**src/rtl/bridge_cfg_pkg.sv**
```systemverilog
package bridge_cfg_pkg;

  // ****************************************
  // register map
  // ****************************************
  localparam int ADDR_W = 12;
  localparam logic [ADDR_W-1:0] CMD_STAT_OFFSET = 12'h004;

  // ****************************************
  // command field positions
  // ****************************************
  localparam int CMD_IO_BIT = 0;
  localparam int CMD_MEM_BIT = 1;
  localparam int CMD_MASTER_BIT = 2;
  localparam int CMD_VGA_BIT = 5;
  localparam int CMD_PARITY_BIT = 6;
  localparam int CMD_SERR_BIT = 8;
  localparam int CMD_FB2B_BIT = 9;
  // only bits 0,1,2,5,6,8,9 accept writes
  localparam logic [15:0] CMD_WRITE_MASK = 16'h0367;
  localparam logic [15:0] CMD_RESET = 16'h0000;

  // ****************************************
  // status field positions (32-bit word)
  // ****************************************
  localparam int STAT_CAP_BIT = 20;
  localparam int STAT_66MHZ_BIT = 21;
  localparam int STAT_FB2B_BIT = 23;
  localparam int STAT_DPERR_BIT = 24;
  localparam int STAT_DEVSEL_LO = 25;
  localparam int STAT_SIG_TABORT_BIT = 27;
  localparam int STAT_RCV_TABORT_BIT = 28;
  localparam int STAT_RCV_MABORT_BIT = 29;
  localparam int STAT_SIG_SERR_BIT = 30;
  localparam int STAT_PERR_BIT = 31;
  localparam logic [1:0] DEVSEL_MEDIUM = 2'h1;
  // sticky write-one-to-clear flags: bits 31..27 and 24
  localparam logic [31:0] W1C_MASK = 32'hF900_0000;
  localparam logic [31:0] W1C_RESET = 32'h0000_0000;

  // ****************************************
  // vga palette addresses (low ten bits)
  // ****************************************
  localparam logic [9:0] VGA_PAL_A = 10'h3c6;
  localparam logic [9:0] VGA_PAL_B = 10'h3c8;
  localparam logic [9:0] VGA_PAL_C = 10'h3c9;

  // ****************************************
  // carriers
  // ****************************************
  typedef struct packed {
    logic psel;
    logic penable;
    logic pwrite;
    logic [ADDR_W-1:0] paddr;
    logic [31:0] pwdata;
  } apb_req_t;

  typedef struct packed {
    logic pready;
    logic pslverr;
    logic [31:0] prdata;
  } apb_rsp_t;

  typedef struct packed {
    logic io_req;
    logic io_write;
    logic mem_req;
    logic [15:0] addr;
    logic sec_req;
    logic upstream_req;
  } txn_req_t;

  typedef struct packed {
    logic io_claim;
    logic mem_claim;
    logic palette_claim;
    logic upstream_master_ok;
    logic sec_claim;
    logic fast_b2b_ok;
    logic parity_action;
  } txn_rsp_t;

  typedef struct packed {
    logic parity_error_detected;
    logic signaled_target_abort;
    logic received_target_abort;
    logic received_master_abort;
    logic system_error_request;
  } events_t;

endpackage

```
**src/rtl/bridge_primary_command_status.sv**
```systemverilog
// Decided for this implementation: register access over APB.
`timescale 1ns/100ps

module bridge_primary_command_status
  (
    // clock and reset
    input wire logic sys_clk_in,
    input wire logic reset_in,
    // apb slave
    input wire bridge_cfg_pkg::apb_req_t apb_req_in,
    output bridge_cfg_pkg::apb_rsp_t apb_rsp_out,
    // primary and secondary transaction decode
    input wire bridge_cfg_pkg::txn_req_t txn_req_in,
    output bridge_cfg_pkg::txn_rsp_t txn_rsp_out,
    // events from the forwarding logic
    input wire bridge_cfg_pkg::events_t events_in,
    // primary parity error pin, active low, asynchronous
    input wire logic primary_parity_error_pin_n_in,
    // primary system error pin, open drain, active low
    output logic primary_system_error_out,
    output logic primary_system_error_oe_out
  );
  import bridge_cfg_pkg::*;

  // ****************************************
  // state
  // ****************************************
  typedef struct packed {
    logic [15:0] cmd;
    logic [31:0] w1c;
    logic [2:0] perr_sync;
    logic perr_level_n;
    apb_rsp_t rsp;
    txn_rsp_t txn;
    logic serr_oe;
  } state_t;

  state_t state_q;
  state_t state_d;

  logic setup_phase;
  logic access_done;
  logic addr_hit;
  logic vga_hit;
  logic perr_asserted;
  logic [31:0] read_word;
  logic [31:0] set_vec;
  logic [31:0] clr_vec;
  logic [15:0] status_hi;

  // ****************************************
  // read view of the register word
  // ****************************************
  // fixed capability bits ride on top of the sticky flags; reserved stay 0
  always_comb
  begin
    status_hi = state_q.w1c[31:16];
    status_hi[STAT_CAP_BIT-16] = 1'b1;
    status_hi[STAT_66MHZ_BIT-16] = 1'b1;
    status_hi[STAT_FB2B_BIT-16] = 1'b1;
    status_hi[STAT_DEVSEL_LO-16 +: 2] = DEVSEL_MEDIUM;
    // command bits 3, 4, 7, 15:10 never store, so they read 0
    read_word = {status_hi, state_q.cmd & CMD_WRITE_MASK};
  end

  // ****************************************
  // decode helpers
  // ****************************************
  assign setup_phase = apb_req_in.psel & ~apb_req_in.penable;
  assign access_done = apb_req_in.psel & apb_req_in.penable
    & state_q.rsp.pready;
  assign addr_hit = (apb_req_in.paddr[ADDR_W-1:2]
    == CMD_STAT_OFFSET[ADDR_W-1:2]);
  // bits 15:10 are not decoded, so isa aliases match too
  assign vga_hit = (txn_req_in.addr[9:0] == VGA_PAL_A)
    | (txn_req_in.addr[9:0] == VGA_PAL_B)
    | (txn_req_in.addr[9:0] == VGA_PAL_C);
  // pin counts as asserted only once two sync stages agree on low
  assign perr_asserted = ~state_q.perr_level_n;

  // ****************************************
  // next-state logic
  // ****************************************
  always_comb
  begin
    state_d = state_q;
    set_vec = 32'h0000_0000;
    clr_vec = 32'h0000_0000;

    // pin synchroniser: stage 0 only feeds stage 1
    state_d.perr_sync = {state_q.perr_sync[1:0],
      primary_parity_error_pin_n_in};
    if (state_q.perr_sync[1] == state_q.perr_sync[2])
    begin
      state_d.perr_level_n = state_q.perr_sync[2];
    end

    // apb: answer in the first access cycle, no wait states
    state_d.rsp.pready = setup_phase;
    state_d.rsp.pslverr = setup_phase & ~addr_hit;
    state_d.rsp.prdata = 32'h0000_0000;
    if (setup_phase && addr_hit && !apb_req_in.pwrite)
    begin
      state_d.rsp.prdata = read_word;
    end

    // writes take effect only at the completing edge
    if (access_done && addr_hit && apb_req_in.pwrite)
    begin
      state_d.cmd = (state_q.cmd & ~CMD_WRITE_MASK)
        | (apb_req_in.pwdata[15:0] & CMD_WRITE_MASK);
      clr_vec = apb_req_in.pwdata & W1C_MASK;
    end

    // sticky events
    set_vec[STAT_DPERR_BIT] = perr_asserted
      & state_q.cmd[CMD_PARITY_BIT];
    set_vec[STAT_SIG_TABORT_BIT] =
      events_in.signaled_target_abort;
    set_vec[STAT_RCV_TABORT_BIT] =
      events_in.received_target_abort;
    set_vec[STAT_RCV_MABORT_BIT] =
      events_in.received_master_abort;
    set_vec[STAT_SIG_SERR_BIT] = state_q.serr_oe;
    set_vec[STAT_PERR_BIT] = events_in.parity_error_detected;
    // a set in the clearing cycle wins, so no event is lost
    state_d.w1c = ((state_q.w1c & ~clr_vec) | set_vec)
      & W1C_MASK;

    // primary and secondary decode gating
    state_d.txn.palette_claim = state_q.cmd[CMD_VGA_BIT]
      & txn_req_in.io_req & txn_req_in.io_write & vga_hit;
    state_d.txn.io_claim = txn_req_in.io_req
      & state_q.cmd[CMD_IO_BIT];
    state_d.txn.mem_claim = txn_req_in.mem_req
      & state_q.cmd[CMD_MEM_BIT];
    state_d.txn.upstream_master_ok = txn_req_in.upstream_req
      & state_q.cmd[CMD_MASTER_BIT];
    state_d.txn.sec_claim = txn_req_in.sec_req
      & state_q.cmd[CMD_MASTER_BIT];
    state_d.txn.fast_b2b_ok = state_q.cmd[CMD_FB2B_BIT];
    // parity actions only when enabled; otherwise carry on silently
    state_d.txn.parity_action = state_q.cmd[CMD_PARITY_BIT]
      & (events_in.parity_error_detected | perr_asserted);

    // system error driver held off while its enable is clear
    state_d.serr_oe = events_in.system_error_request
      & state_q.cmd[CMD_SERR_BIT];

    if (reset_in)
    begin
      state_d = '0;
      state_d.cmd = CMD_RESET;
      state_d.w1c = W1C_RESET;
      state_d.perr_sync = 3'h7;
      state_d.perr_level_n = 1'b1;
    end
  end

  // ****************************************
  // state register
  // ****************************************
  always_ff @(posedge sys_clk_in)
  begin
    state_q <= state_d;
  end

  // outputs come straight from state flops, except the system error data, tied low
  assign apb_rsp_out = state_q.rsp;
  assign txn_rsp_out = state_q.txn;
  assign primary_system_error_out = 1'b0;
  assign primary_system_error_oe_out = state_q.serr_oe;
endmodule

```
**config.mk**
```make
export PLATFORM = sky130hd
export DESIGN_NAME = bridge_primary_command_status
export DESIGN_NICKNAME = d
export VERILOG_FILES = /design/src/rtl/bridge_cfg_pkg.sv /design/src/rtl/bridge_primary_command_status.sv
export SDC_FILE = /design/constraint.sdc
export NUM_CORES = 1
export LEC_CHECK = 0
export BUFFER_PORTS_ARGS = -buffer_cell sky130_fd_sc_hd__buf_2
export CORE_UTILIZATION = 41
export CTS_CLUSTER_DIAMETER = 80
export CTS_CLUSTER_SIZE = 14
export DETAILED_ROUTE_END_ITERATION = 16
export HOLD_SLACK_MARGIN = 0.08
export PLACE_DENSITY = 0.79
export SLEW_MARGIN = 20
export SYNTH_ARGS = -nofsm -noshare
export SYNTH_HDL_FRONTEND = slang
export SYNTH_SLANG_ARGS = --single-unit
```
**constraint.sdc**
```tcl
create_clock -name sys_clk_in -period 1.95 [get_ports sys_clk_in]
set_input_delay 0.39 -clock sys_clk_in [delete_from_list [all_inputs] [get_ports sys_clk_in]]
set_output_delay 0.39 -clock sys_clk_in [all_outputs]
set_load 0.02 [all_outputs]
```
# Yosys cells after proc, flatten, opt, wreduce, memory -nomap -nowiden
# Index checks and enable logic that the tools add are counted.
word_totals:
  regBits: 94
  in_bits: 76
  out_inout_bits: 43
  word_cells: 55
op_classes:
  eq_ne: 5
  muxes: 2
  bitwise_logic: 25
  reduce_logical: 6
op_table:
  columns: ["cell", "count"]
  rows:
  - ["32-bit two-way mux", 2]
  - ["32-bit bitwise AND", 1]
  - ["32-bit inverter", 1]
  - ["32-bit bitwise OR", 1]
  - ["10-bit equality test (second input constant)", 3]
  - ["16-bit by 10-bit bitwise OR with 16-bit output", 1]
  - ["1-bit bitwise AND", 14]
  - ["10-bit by 1-bit equality test with 1-bit output (second input constant)", 1]
  - ["1-bit logical AND", 4]
  - ["1-bit inverter", 4]
  - ["1-bit bitwise OR", 3]
  - ["2-bit OR reduction", 1]
  - ["1-bit equality test", 1]
  - ["1-bit logical NOT", 1]

# Longest topological paths before layout
depth:
  depth_word: 8
  ltp_mapped: 4
  mapped_depth_nobuf: 3

# Worst setup path before layout
# OpenSTA, ideal clock, no wires.
synth_path:
  path_type: "input to register"
  startpoint: "in apb_req_in[41] (netlist name)"
  endpoint: "reg state_q (netlist bit read_word[9])"
  setup_ps: 121
  arrival_time_ps: 1706
  required_time_ps: 1829
  setup_slack_ps: 123
  path_stages: 3
  n_path_buf: 0
  cell_sequence: "or4_4 -> nor4_4 -> mux2_2"
synth_between:
  elab_chain_len: 3
synth_lines:
  columns: ["element", "line", "text"]
  rows:
  - ["start: declaration", "bridge_primary_command_status.sv:10", "input wire bridge_cfg_pkg::apb_req_t apb_req_in,"]
  - ["10-bit by 1-bit equality test with 1-bit output", "bridge_primary_command_status.sv:73", "== CMD_STAT_OFFSET[ADDR_W-1:2]);"]
  - ["1-bit logical AND (2 in series)", "bridge_primary_command_status.sv:108", "if (access_done && addr_hit && apb_req_in.pwrite)"]
  - ["end signal: assignment", "bridge_primary_command_status.sv:165", "state_q <= state_d;"]
  - ["end: declaration", "bridge_primary_command_status.sv:38", "state_t state_q;"]
# No other way between the ends.
# A chain may end at the register's enable or synchronous reset.

# Worst setup path after layout
layout_path:
  startpoint: "in apb_req_in[41] (netlist name)"
  endpoint: "reg state_q (netlist bit read_word[2])"
# Same word-level chain as after synthesis.

==> impl_metrics.json <==
{
  "clock_skew_ps": 3.23,
  "cts_setup_buffers": 0,
  "max_freq_mhz": 625,
  "leakagePower_nw": 1.03,
  "antenna_found_initial": 0,
  "ctsResizeCount": 0,
  "ioPinCount": 119,
  "setup_ws_ps": 350,
  "crit_arrival_ps": 1820,
  "startpoint": "apb_req_in[41]",
  "clock_sinks": 41,
  "cts_root_buf": "clkbuf_8",
  "hold_buffers": 0,
  "setup_tns_ps": 0,
  "overflow": 0,
  "hold_path.class": "primary input to flop",
  "area_growth_pct": 17.9,
  "rsz0062_at_grt": "no",
  "die_h_um": 67.5,
  "ys_warn_count": 0,
  "timing.rr.start": "apb_rsp_out[33]",
  "min_period_ps": 1600,
  "dr.pass1.iters": 2,
  "netlist_area_um2": 1760,
  "startpoint_type": "primary input",
  "start_util": 0.433,
  "gp_congestion": 0.681,
  "core-area_um2": 4060,
  "grt_max_degree": 30,
  "path_class": "primary input to flop",
  "vias": 1213,
  "drive_gt1_frac": 0.424,
  "yosysTopAreaCell": "dfxtp_1",
  "routed_wl_um": 2910,
  "ys_seq_area_frac": 0.467,
  "status": "finished clean",
  "peakVddDrop_mv": 0.501,
  "num_antenna_cells": 0,
  "finalHoldViolations": 0,
  "hpwl_um": 2230,
  "io_buffer_count": 75,
  "cts_buffers": 5,
  "synthCells": 175,
  "crit_path_end_kind": "flop",
  "post-place-ws_ps": 31.4,
  "cp.required_ps": 2170,
  "powerDensity_nw_per_um2": 803,
  "viasPerCell": 4.32,
  "die_area_um2": 4550,
  "drt_iter0_markers": 45,
  "grtUsageTotal": 0.137,
  "synth_area_leaders": "dfxtp_1 (47%), buf_4 (18%), and2_1 (4.6%), nand2b_1 (4.3%), mux2i_1 (3.4%)",
  "report.final.slew_viol_count": 0,
  "finalSetupViolCount": 0,
  "cts_buffer_depth": 2,
  "drv.max_cap_violation_count": 0,
  "path_clk_slew_ps": 70,
  "critPathMaxFanout": 9,
  "dp_cells": 273,
  "drtAntennaViolNets": 0,
  "fillerInstances": 376,
  "fin_crit_sh": 0.821,
  "worstHoldStart": "apb_req_in[28]",
  "final_nets": 306,
  "avgRoutedWirePerCell_um": 10.4,
  "yosysUniqueCellTypes": 30,
  "grt_pass1_vias": 1062,
  "num_rows": 23,
  "rrSetupSlack_ps": 710,
  "stdcell_count": 281,
  "timing.hold.ws_ps": 277,
  "die_x_um": 67.5,
  "synth.avg_cell_area_um2": 10.0,
  "grt_pass1_wl_um": 4460,
  "drc_errors": 0,
  "yosysTopAreaCellShare": 0.467,
  "htree_levels": 2,
  "cts_tree": "yes",
  "ys_seq_elements": 41,
  "clk_latency_ps": 280
}
## worst paths after layout
kind	end	cells past startpoint
max	read_word[2]	5
min	read_word[28]	2
max reg2reg	read_word[2]	4
min reg2reg	state_q[44]	1
## metrics by stage
step / util / power (mW) / cell area, um2
after floorplan: - / 0.963 / 1810
after global placement: 0.482 / 0.992 / 1960
after detailed placement: 0.482 / 0.996 / 1960
after CTS: 0.511 / 1.69 / 2070
after global routing: 0.511 / 1.74 / 2070
final: 0.511 / 1.66 / 2070
## synth_stat cells (all sizes together)
| cell | n |
|---|---|
| nand3 | 1 |
| a211oi | 1 |
| buf | 44 |
| or4 | 1 |
| nor2b | 4 |
| mux2 | 1 |
| clkbuf | 3 |
| dfxtp | 41 |
| nand2b | 12 |
| nor3b | 2 |
| and3b | 1 |
| o21bai | 6 |
| o31a | 1 |
| a21oi | 2 |
| nor4 | 3 |
| conb | 1 |
| mux2i | 6 |
| nor2 | 8 |
| nor4bb | 1 |
| a31oi | 5 |
| and2 | 13 |
| nand2 | 3 |
| or2 | 4 |
| or4b | 2 |
| nand4 | 1 |
| nand4b | 1 |
| inv | 7 |
## worst max-delay path, cell delays in order
cell and delay, ps:
buf_2 100, or4_4 550, nor4_4 340, buf_4 260
mux2i_1 180
## routing by layer
| layer | part of all wire | vias up | GRT usage | wire length (um) |
|---|---|---|---|---|
| met4 | 0.019 | 0 | 0.0798 | 56 |
| li1 | - | 616 | - | - |
| met5 | 0 | - | 0 | 0 |
| met1 | 0.43 | 531 | 0.147 | 1260 |
| met3 | 0.078 | 7 | 0.0456 | 227 |
| met2 | 0.47 | 59 | 0.235 | 1360 |
## placed cells by master, fill, tap and decap left out, types with 2 or more instances in the layout
cell,netlist,layout
a21oi_1,2,2
a31oi_1,5,5
and2_1,13,13
buf_2,0,75
buf_4,43,4
clkbuf_8,0,6
conb_1,1,16
dfxtp_1,41,41
inv_1,7,7
mux2i_1,6,6
nand2_1,3,3
nand2b_1,12,12
nor2_1,8,8
nor2b_1,4,4
nor3b_1,2,2
nor4_4,2,2
o21bai_1,6,6
or2_2,4,4
## report_power, final
group | internal (mW) | total, mW | switching, mW
clock network | 0.417 | 0.689 | 0.272
logic | 0.0578 | 0.125 | 0.0669
registers | 0.847 | 0.851 | 0.00414
## logic make-up (layout without fill, tap and decap cells)
family,Yosys count,in the layout,synth area share
buf+inv,54,95,0.212
flops,41,41,0.467
compound gates,15,15,0.0591
simple gates,57,57,0.219
other cells,1,16,0.00213
mux,7,7,0.0406
## flip-flops by register name (all words and copies together), names as in the netlist
register and count:
read_word 13, state_q 4, apb_rsp_out 16, txn_rsp_out 7
primary_system_error_oe_out 1
## layout make-up
cell class	count	area, um2	share of cell area
clock buffer	7	86.3	0.0417
tap	50	62.6	0.0302
inverter	7	26.3	0.0127
sequential	41	821	0.396
multi-input combinational	95	621	0.300
timing repair buffer	80	425	0.205
clock inverter	1	30.0	0.0145
(Power assumes the default switching activity.)
